### src/asct_pkg.sv
package asct_pkg;

   // Clock rates and converter clock divider
   localparam int SYS_CLK_HZ = 40_000_000;
   localparam int CONV_CLK_HZ = 4_000_000;
   localparam int CLK_DIV = SYS_CLK_HZ / CONV_CLK_HZ;

   // Timing limits counted in converter clock periods
   localparam int RST_LOW_TCLK = 4;
   localparam int RST_WAIT_TCLK = 4096;
   localparam int START_HIGH_TCLK = 4;
   localparam int START_LOW_TCLK = 4;
   localparam int STOP_SETUP_TCLK = 32;
   localparam int DIRECT_HOLD_TCLK = 28;
   localparam int DIRECT_DELAY_TCLK = 4;
   localparam int DONE_RISE_TCLK = 2;
   localparam int DONE_HIGH_TCLK = 24;
   localparam int BYTE_TIMEOUT_TCLK = 32768;
   localparam int CONV_TCLK = 512;

   // Widths
   localparam int DATA_W = 16;
   localparam int GPIO_W = 4;

   // Command opcodes; reset, start and stop decoded on their upper seven bits, read and write on all eight
   localparam logic [7:0] CMD_NOP = 8'h00;
   localparam logic [7:0] CMD_RESET = 8'h14;
   localparam logic [7:0] CMD_START = 8'h18;
   localparam logic [7:0] CMD_STOP = 8'h1C;
   localparam logic [7:0] CMD_RDATA = 8'h24;
   localparam logic [7:0] CMD_REGISTER_WRITE_COMMAND = 8'h50;

   // Values after reset
   localparam logic [GPIO_W-1:0] GPIO_RST = 4'h0;

   typedef enum logic [1:0] {
      SP_CMD = 2'b01,
      SP_WDATA = 2'b10
   } asct_sp_t;

   typedef enum logic [1:0] {
      CV_IDLE = 2'b01,
      CV_RUN = 2'b10
   } asct_cv_t;

   typedef struct packed {
      logic [15:0] div;
      logic tick;
      logic [2:0] rlow;
      logic rst_hold;
      logic [15:0] recov;
      asct_sp_t sp;
      logic [2:0] bitcnt;
      logic [7:0] sr;
      logic [15:0] tmo;
      logic frame_first;
      logic out_active;
      logic [DATA_W-1:0] out_sr;
      asct_cv_t cv;
      logic [15:0] conv_cnt;
      logic stop_pend;
      logic stop_late;
      logic done_n;
      logic [4:0] hi_cnt;
      logic [GPIO_W-1:0] gpio;
      logic dout;
      logic oe_n;
      logic converting;
   } asct_state_t;

   localparam asct_state_t ST_RST = '{
      sp: SP_CMD,
      cv: CV_IDLE,
      gpio: GPIO_RST,
      done_n: 1'b1,
      dout: 1'b1,
      oe_n: 1'b1,
      default: '0
   };

endpackage
### src/asct_pin_if.sv
`timescale 1ns/10ps
interface asct_pin_if;
   logic cs_n;
   logic din;
   logic rst_n;
   logic sclk_rise;
   logic sclk_fall;
   logic start_rise;
   logic start_fall;

   modport smp (output cs_n, output din, output rst_n, output sclk_rise, output sclk_fall,
                output start_rise, output start_fall);
   modport core (input cs_n, input din, input rst_n, input sclk_rise, input sclk_fall,
                 input start_rise, input start_fall);
endinterface

### src/asct_ctrl_top.sv
// What this block does
// - Stop request 32 clocks before data ready ends conversions after current.
// - Commands are accepted regardless of data ready, but not during reset hold or recovery.
// - Data ready rises within two clocks of start or first frame clock.
// - Data ready high pulse lasts at least 24 converter clocks.
// - Incomplete byte with no serial clock fall for 32768 clocks resets serial logic.
// - GPIO outputs update on last falling clock of register write.
// - Serial input bit is captured on each serial clock fall.
// - Next serial output bit is shifted out on each serial clock rise.
// - Serial output driven while chip select low, released when high.
// - Bytes and commands follow back to back with no idle time.
// - All cycle limits count periods of the converter clock.
`timescale 1ns/10ps
module asct_ctrl_top #(
   parameter int CLK_DIV = asct_pkg::CLK_DIV,
   parameter int CONV_LEN = asct_pkg::CONV_TCLK,
   parameter int RST_WAIT = asct_pkg::RST_WAIT_TCLK,
   parameter int BYTE_TIMEOUT = asct_pkg::BYTE_TIMEOUT_TCLK
) (
   input wire logic sys_clk_i,
   input wire logic nrst_i,
   input wire logic cs_n_i,
   input wire logic sclk_i,
   input wire logic din_i,
   input wire logic start_i,
   input wire logic reset_n_i,
   input wire logic continuous_i,
   input wire logic [asct_pkg::DATA_W-1:0] conv_result_i,
   output logic conversion_done_n_o,
   output logic serial_out_with_done_o,
   output logic serial_out_oe_n_o,
   output logic [asct_pkg::GPIO_W-1:0] gpio_o,
   output logic converting_o
);
   localparam logic [15:0] DIV_LAST = 16'(CLK_DIV - 1);
   localparam logic [15:0] CONV_LAST = 16'(CONV_LEN - 1);
   localparam logic [15:0] RAISE_AT = 16'(CONV_LEN - 1 - asct_pkg::DONE_HIGH_TCLK);
   localparam logic [15:0] STOP_MIN = 16'(asct_pkg::STOP_SETUP_TCLK);
   localparam logic [15:0] RECOV_LOAD = 16'(RST_WAIT);
   localparam logic [15:0] TMO_LAST = 16'(BYTE_TIMEOUT - 1);
   localparam logic [2:0] RLOW_MAX = 3'(asct_pkg::RST_LOW_TCLK);
   localparam logic [4:0] HI_MIN = 5'(asct_pkg::DONE_HIGH_TCLK);
   localparam logic [4:0] HI_SAT = 5'h1F;
   localparam int MSB = asct_pkg::DATA_W - 1;

   asct_pin_if pin ();
   asct_pkg::asct_state_t st_r;
   asct_pkg::asct_state_t st_nxt;

   logic ser_ok;
   logic fall_ok;
   logic rise_ok;
   logic at7;
   logic at8;
   logic [7:0] byte_w;
   logic cmd_reset;
   logic cmd_start;
   logic cmd_stop;
   logic start_req;
   logic stop_req;
   logic conv_end;
   logic rst_now;

   // Opcode match on the seven bits known at the seventh falling edge
   function automatic logic op7(input logic [7:0] sr, input logic [7:0] cmd);
      return sr[6:0] == cmd[7:1];
   endfunction

   asct_pin_sync u_sync (
      .sys_clk_i(sys_clk_i),
      .nrst_i(nrst_i),
      .cs_n_i(cs_n_i),
      .sclk_i(sclk_i),
      .din_i(din_i),
      .start_i(start_i),
      .reset_n_i(reset_n_i),
      .pin(pin.smp)
   );

   // Serial events are masked during reset hold and recovery
   assign ser_ok = !pin.cs_n && (st_r.recov == 16'h0000) && !st_r.rst_hold;
   assign fall_ok = ser_ok && pin.sclk_fall;
   assign rise_ok = ser_ok && pin.sclk_rise;
   assign byte_w = {st_r.sr[6:0], pin.din};
   assign at7 = fall_ok && (st_r.bitcnt == 3'h6) && (st_r.sp == asct_pkg::SP_CMD);
   assign at8 = fall_ok && (st_r.bitcnt == 3'h7);

   // Opcodes act outside reset hold and recovery, data ready state is not consulted
   assign cmd_reset = at7 && op7(byte_w, asct_pkg::CMD_RESET);
   assign cmd_start = at7 && op7(byte_w, asct_pkg::CMD_START);
   assign cmd_stop = at7 && op7(byte_w, asct_pkg::CMD_STOP);
   assign start_req = pin.start_rise || cmd_start;
   assign stop_req = pin.start_fall || cmd_stop;
   assign rst_now = !pin.rst_n && (st_r.rlow == RLOW_MAX);
   assign conv_end = (st_r.cv == asct_pkg::CV_RUN) && st_r.tick && (st_r.conv_cnt >= CONV_LAST)
                     && st_r.done_n && (st_r.hi_cnt >= HI_MIN);

   // Next state of the whole block
   always_comb begin
      asct_pkg::asct_state_t keep;
      keep = st_r;
      st_nxt = st_r;
      st_nxt.tick = 1'b0;

      // Converter clock enable from the system clock
      if (st_r.div == DIV_LAST) begin
         st_nxt.div = 16'h0000;
         st_nxt.tick = 1'b1;
      end else begin
         st_nxt.div = st_r.div + 16'h0001;
      end

      // Reset pin low time in converter clocks
      if (pin.rst_n) begin
         st_nxt.rlow = 3'h0;
      end else if (st_r.tick && (st_r.rlow != RLOW_MAX)) begin
         st_nxt.rlow = st_r.rlow + 3'h1;
      end

      // Recovery countdown after a reset
      if (st_r.tick && (st_r.recov != 16'h0000)) begin
         st_nxt.recov = st_r.recov - 16'h0001;
      end

      // Byte timeout while a byte is partly received
      if (st_r.bitcnt == 3'h0) begin
         st_nxt.tmo = 16'h0000;
      end else if (st_r.tick) begin
         if (st_r.tmo == TMO_LAST) begin
            st_nxt.tmo = 16'h0000;
            st_nxt.bitcnt = 3'h0;
            st_nxt.sp = asct_pkg::SP_CMD;
         end else begin
            st_nxt.tmo = st_r.tmo + 16'h0001;
         end
      end

      // Data ready high time, saturating
      if (st_r.tick && st_r.done_n && (st_r.hi_cnt != HI_SAT)) begin
         st_nxt.hi_cnt = st_r.hi_cnt + 5'h01;
      end

      // Conversion timing
      if ((st_r.cv == asct_pkg::CV_RUN) && st_r.tick) begin
         if (st_r.conv_cnt < CONV_LAST) begin
            st_nxt.conv_cnt = st_r.conv_cnt + 16'h0001;
         end
         if ((st_r.conv_cnt == RAISE_AT) && !st_r.done_n) begin
            st_nxt.done_n = 1'b1;
            st_nxt.hi_cnt = 5'h00;
         end
      end
      if (conv_end) begin
         st_nxt.done_n = 1'b0;
         st_nxt.conv_cnt = 16'h0000;
         st_nxt.out_sr = conv_result_i;
         st_nxt.out_active = 1'b1;
         st_nxt.stop_pend = st_r.stop_late;
         st_nxt.stop_late = 1'b0;
         if (!continuous_i || st_r.stop_pend) begin
            st_nxt.cv = asct_pkg::CV_IDLE;
         end
      end

      // Stop takes the current conversion as last only with enough setup
      if (stop_req && (st_r.cv == asct_pkg::CV_RUN) && !conv_end) begin
         if ((CONV_LAST - st_r.conv_cnt) >= STOP_MIN) begin
            st_nxt.stop_pend = 1'b1;
         end else begin
            st_nxt.stop_late = 1'b1;
         end
      end

      // Start or resync: raise data ready and restart the conversion
      if (start_req) begin
         st_nxt.cv = asct_pkg::CV_RUN;
         st_nxt.conv_cnt = 16'h0000;
         st_nxt.stop_pend = 1'b0;
         st_nxt.stop_late = 1'b0;
         st_nxt.done_n = 1'b1;
         st_nxt.hi_cnt = 5'h00;
      end

      // Serial clock rise: first one in frame raises data ready, then shift out
      if (rise_ok) begin
         if (!st_r.frame_first) begin
            st_nxt.frame_first = 1'b1;
            if (!st_r.done_n) begin
               st_nxt.done_n = 1'b1;
               st_nxt.hi_cnt = 5'h00;
            end
         end
         if (st_r.out_active) begin
            st_nxt.dout = st_r.out_sr[MSB];
            st_nxt.out_sr = {st_r.out_sr[MSB-1:0], 1'b0};
         end
      end else if (!st_r.out_active || !st_r.frame_first) begin
         st_nxt.dout = st_nxt.done_n;
      end

      // Serial clock fall: capture, count bits, wrap straight into next byte
      if (fall_ok) begin
         st_nxt.sr = byte_w;
         st_nxt.bitcnt = st_r.bitcnt + 3'h1;
         st_nxt.tmo = 16'h0000;
      end
      if (at8) begin
         if (st_r.sp == asct_pkg::SP_WDATA) begin
            st_nxt.gpio = byte_w[asct_pkg::GPIO_W-1:0];
            st_nxt.sp = asct_pkg::SP_CMD;
         end else if (byte_w == asct_pkg::CMD_REGISTER_WRITE_COMMAND) begin
            st_nxt.sp = asct_pkg::SP_WDATA;
         end else if (byte_w == asct_pkg::CMD_RDATA) begin
            st_nxt.out_sr = st_r.out_active ? st_r.out_sr : conv_result_i;
            st_nxt.out_active = 1'b1;
         end
      end

      // Frame end clears the byte framing and consumed readout
      if (pin.cs_n) begin
         st_nxt.bitcnt = 3'h0;
         st_nxt.sp = asct_pkg::SP_CMD;
         st_nxt.frame_first = 1'b0;
         if (st_r.frame_first) begin
            st_nxt.out_active = 1'b0;
         end
      end

      // Reset pin hold, release, or reset command
      if (rst_now || cmd_reset) begin
         keep = st_nxt;
         st_nxt = asct_pkg::ST_RST;
         st_nxt.div = keep.div;
         st_nxt.tick = keep.tick;
         st_nxt.rlow = keep.rlow;
         st_nxt.rst_hold = rst_now;
         st_nxt.recov = rst_now ? 16'h0000 : RECOV_LOAD;
      end else if (st_r.rst_hold && pin.rst_n) begin
         st_nxt.rst_hold = 1'b0;
         st_nxt.recov = RECOV_LOAD;
      end

      st_nxt.converting = (st_nxt.cv == asct_pkg::CV_RUN);
      st_nxt.oe_n = pin.cs_n;
   end

   always_ff @(posedge sys_clk_i or negedge nrst_i) begin
      if (!nrst_i) begin
         st_r <= asct_pkg::ST_RST;
      end else begin
         st_r <= st_nxt;
      end
   end

   // Outputs straight from state flops
   assign conversion_done_n_o = st_r.done_n;
   assign serial_out_with_done_o = st_r.dout;
   assign serial_out_oe_n_o = st_r.oe_n;
   assign gpio_o = st_r.gpio;
   assign converting_o = st_r.converting;
endmodule // asct_ctrl_top

### src/asct_pin_sync.sv
`timescale 1ns/10ps
module asct_pin_sync (
   input wire logic sys_clk_i,
   input wire logic nrst_i,
   input wire logic cs_n_i,
   input wire logic sclk_i,
   input wire logic din_i,
   input wire logic start_i,
   input wire logic reset_n_i,
   asct_pin_if.smp pin
);
   // Pin order in each vector: cs_n, sclk, din, start, reset_n
   typedef struct packed {
      logic [4:0] s1;
      logic [4:0] s2;
      logic [4:0] s3;
   } asct_sync_t;

   localparam logic [4:0] PIN_RST = 5'h11;

   asct_sync_t st_r;
   asct_sync_t st_nxt;

   // Two flops per pin, third stage only for edge finding
   always_comb begin
      st_nxt = st_r;
      st_nxt.s1 = {cs_n_i, sclk_i, din_i, start_i, reset_n_i};
      st_nxt.s2 = st_r.s1;
      st_nxt.s3 = st_r.s2;
   end

   always_ff @(posedge sys_clk_i or negedge nrst_i) begin
      if (!nrst_i) begin
         st_r <= '{s1: PIN_RST, s2: PIN_RST, s3: PIN_RST};
      end else begin
         st_r <= st_nxt;
      end
   end

   // Levels and edges seen by the core
   assign pin.cs_n = st_r.s2[4];
   assign pin.din = st_r.s2[2];
   assign pin.rst_n = st_r.s2[0];
   assign pin.sclk_rise = st_r.s2[3] && !st_r.s3[3];
   assign pin.sclk_fall = !st_r.s2[3] && st_r.s3[3];
   assign pin.start_rise = st_r.s2[1] && !st_r.s3[1];
   assign pin.start_fall = !st_r.s2[1] && st_r.s3[1];
endmodule // asct_pin_sync

### config.mk
export PLATFORM = sky130hd
export DESIGN_NAME = asct_ctrl_top
export DESIGN_NICKNAME = d
export VERILOG_FILES = /design/src/asct_pkg.sv /design/src/asct_pin_if.sv /design/src/asct_ctrl_top.sv /design/src/asct_pin_sync.sv
export SDC_FILE = /design/constraint.sdc
export NUM_CORES = 1
export LEC_CHECK = 0
export ABC_AREA = 1
export BUFFER_PORTS_ARGS = -buffer_cell sky130_fd_sc_hd__buf_2
export CAP_MARGIN = 15
export CORE_ASPECT_RATIO = 2
export CORE_UTILIZATION = 45
export CTS_CLUSTER_SIZE = 24
export DETAILED_ROUTE_END_ITERATION = 12
export SLEW_MARGIN = 20
export SYNTH_ARGS = -nofsm -noshare
export SYNTH_HDL_FRONTEND = slang
export SYNTH_SLANG_ARGS = --single-unit
export TNS_END_PERCENT = 1
### constraint.sdc
create_clock -name sys_clk_i -period 3.85 [get_ports sys_clk_i]
set_input_delay 0.1925 -clock sys_clk_i [delete_from_list [all_inputs] [get_ports sys_clk_i]]
set_output_delay 0.1925 -clock sys_clk_i [all_outputs]
set_load 0.01 [all_outputs]
==> flow_summary.ini <==
[sta]
hold_viol = 0
rsz0062_at_grt = false
max_slew.worst_pin.slew_ns = 0.799
period_minus_slack_ns = 2.80
skew_ns = 0.0104
slew_violations = 0
tns_ns = 0
finalCritPeriodShare_pct = 72.7
clock.fmax_ghz = 0.357
whs_ns = 0.0666
fin_ws_ns = 1.05
slew_headroom_pct = 46.6
setup_violations = 0

[global_route]
track_usage_pct = 22.4
grt_pass1_wl_microns = 29800
antenna_found_initial = 0
grt_pass1_vias = 6388
grt_max_degree = 71
grt.overflow.total = 0

[floorplan]
core_sq_um = 16300
die-area_sq_um = 17200
ios = 32
start_util_pct = 46.0
dieWidth_microns = 93.2
fp.dieH_microns = 184
rows = 66

[layout]
nets = 1082
final_common_cell = nand2_1
antenna_cells = 0
area_growth_syn_to_layout_pct = 11.7
mostFrequentLayoutCells = 279 x nand2_1, 130 x inv_1, 127 x nor2_1
drive_above_1_share_pct = 10.9

[worst_setup_path]
cp-end-kind = flop
slowest_stage = nand2_1
reg2reg_depth = 12
path_class = flop to flop
crit_chain = inv_1, ha_1, nand3_1, nor2_1, nand2_1, nand2_2, nand2_1, or2_2, nand3_1, nand3_1, nand2_1, nand2_1
crit_fanout = 22
cp.required_ns = 4.16
crit_path_max_incr_delay_ns = 0.57
worstPathArrival_ns = 3.11
critPathLaunchType = flop
cpMostUsedCell = nand2_1

[job]
timing.max_cap.violations = 0

[clock_network]
htree_levels = 4
clock_latency_ns = 0.43
cts_root_buffer = clkbuf_16
clkTransAtPathRegs_ns = 0.06
clock-sinks = 128
cts_max_path_buffers = 2
cts_tree = yes
cts_resized = 0
cts_buffers = 17

[synthesis]
synth_ff_type = dfrtp_1
synthArstFlopShare_pct = 100
ys_warn_count = 0
synthCells = 1010
syn_area_sq_um = 7490
synth_seq_cells = 128
avgSynthCellArea_sq_um = 7.42
synth-seq-area-share_pct = 42.9
syn_nets = 1052
synth-edff-count = 0
ys_types = 43

[route]
postRouteAntennaNets = 0
drtIter0Drc = 205
drt-wirelength-per-cell_microns = 14.0
drc_errors = 0
dr.pass1.iters = 5
wl_microns = 17600
vias = 6352
vias_per_cell = 5.05

[pwr]
p_leak_nw = 4.35
powerDensity_nw_per_um2 = 374
ir_drop_uv = 249

[worst_hold_path]
min_path_cells = 5
hold_class = input pin to flop

[run_status]
status = complete, no violations

[placed_design]
dpl_worst_slack_ns = 1.05
io_buffers = 31
globalplace.congestion = 0.866
dp.final_hpwl_microns = 12600
==> through the flow <==
| stage | instance area, sq um | cells | util [%] | power (mW) |
|---|---|---|---|---|
| finish | 8360 | 1257 | 51.4 | 3.13 |
| global route | 8360 | 1257 | 51.4 | 3.26 |
| CTS | 8360 | 1257 | 51.4 | 3.16 |
| detailed placement | 7740 | 1219 | 47.6 | 1.61 |
| global placement | 7740 | 1219 | 47.6 | 1.61 |
| floorplan | 7490 | 1010 | - | 1.53 |
==> power breakdown <==
group	switching (mW)	internal (mW)	total, mW
Clock	0.651	0.892	1.54
Combinational	0.123	0.0522	0.175
Sequential	0.0332	1.38	1.41
Total	0.807	2.32	3.13
==> worst paths after layout <==
path                                            start                           to  slack, ns
hold reg to reg            u_sync.st_nxt[5]$_DFF_PN1_   u_sync.pin.rst_n$_DFF_PN1_       0.35
hold / removal                       conv_result_i[5]         st_r[38]$_DFFE_PN0P_       0.07
max in group asynchronous                      nrst_i  serial_out_oe_n_o$_DFF_PN1_       2.61
min in group asynchronous                      nrst_i         st_r[24]$_DFFE_PN0P_       0.33
setup reg to reg                 st_r[24]$_DFFE_PN0P_         st_r[47]$_DFFE_PN0P_       1.05
setup / recovery                 st_r[24]$_DFFE_PN0P_         st_r[47]$_DFFE_PN0P_       1.05
==> layout make-up <==
type	instances	area, sq um
Fill cell	1612	7900
Clock inverter	15	139
Sequential cell	128	3210
Clock buffer	17	425
Multi-Input combinational cell	716	3560
Tap cell	204	255
Timing Repair Buffer	41	251
Inverter	136	514
==> worst max-delay path, delay by kind of cell, from the launching register on <==
family        cells  cell delay, ns
simple gates     10            1.96
buf+inv           1            0.12
fa+ha+maj         1            0.21
flops             1            0.39
==> state kept, by name (all words and copies together), names as in the netlist <==
signal,cells
st_r,101
conversion_done_n_o,1
converting_o,1
serial_out_with_done_o,1
u_sync.st_r,2
u_sync.st_nxt,7
u_sync.pin.cs_n,1
byte_w,7
serial_out_oe_n_o,1
gpio_o,4
u_sync.pin.din,1
u_sync.pin.rst_n,1
==> synth_stat cells (all sizes together), types with 18 or more instances <==
cell	n	area [sq um]
nor2	138	571
buf	23	171
ha	18	225
dfrtp	119	2980
inv	135	509
o21ai	25	125
nand2	286	1100
a21oi	19	98.9
nor3	32	171
nand4	37	231
nand3	96	526
xor2	33	289
==> logic make-up (layout without fill, tap and decap cells) <==
| family | count (synthesis) | in the layout | synth area share, % |
|---|---|---|---|
| AO/OA/AOI/OAI | 53 | 53 | 3.89 |
| flip-flops | 128 | 128 | 42.9 |
| adder cells (fa/ha/maj) | 18 | 18 | 3.01 |
| buffers and inverters | 166 | 209 | 9.50 |
| XOR/XNOR | 39 | 39 | 4.56 |
| AND/OR/NAND/NOR | 606 | 606 | 36.1 |
==> metal layers <==
metal	routed length, microns	up-vias	GRT usage, %
li1	-	3243	-
met4	369	0	9.78
met1	6820	2990	22.5
met3	456	25	3.67
met5	0	-	0
met2	9980	94	43.7
==> what timing repair did <==
item,in CTS,in global routing
hold buffers,6,0
buffers inserted,0,0
hold endpoints to repair,67,0
setup endpoints to repair,0,0
(Power assumes the default switching activity.)
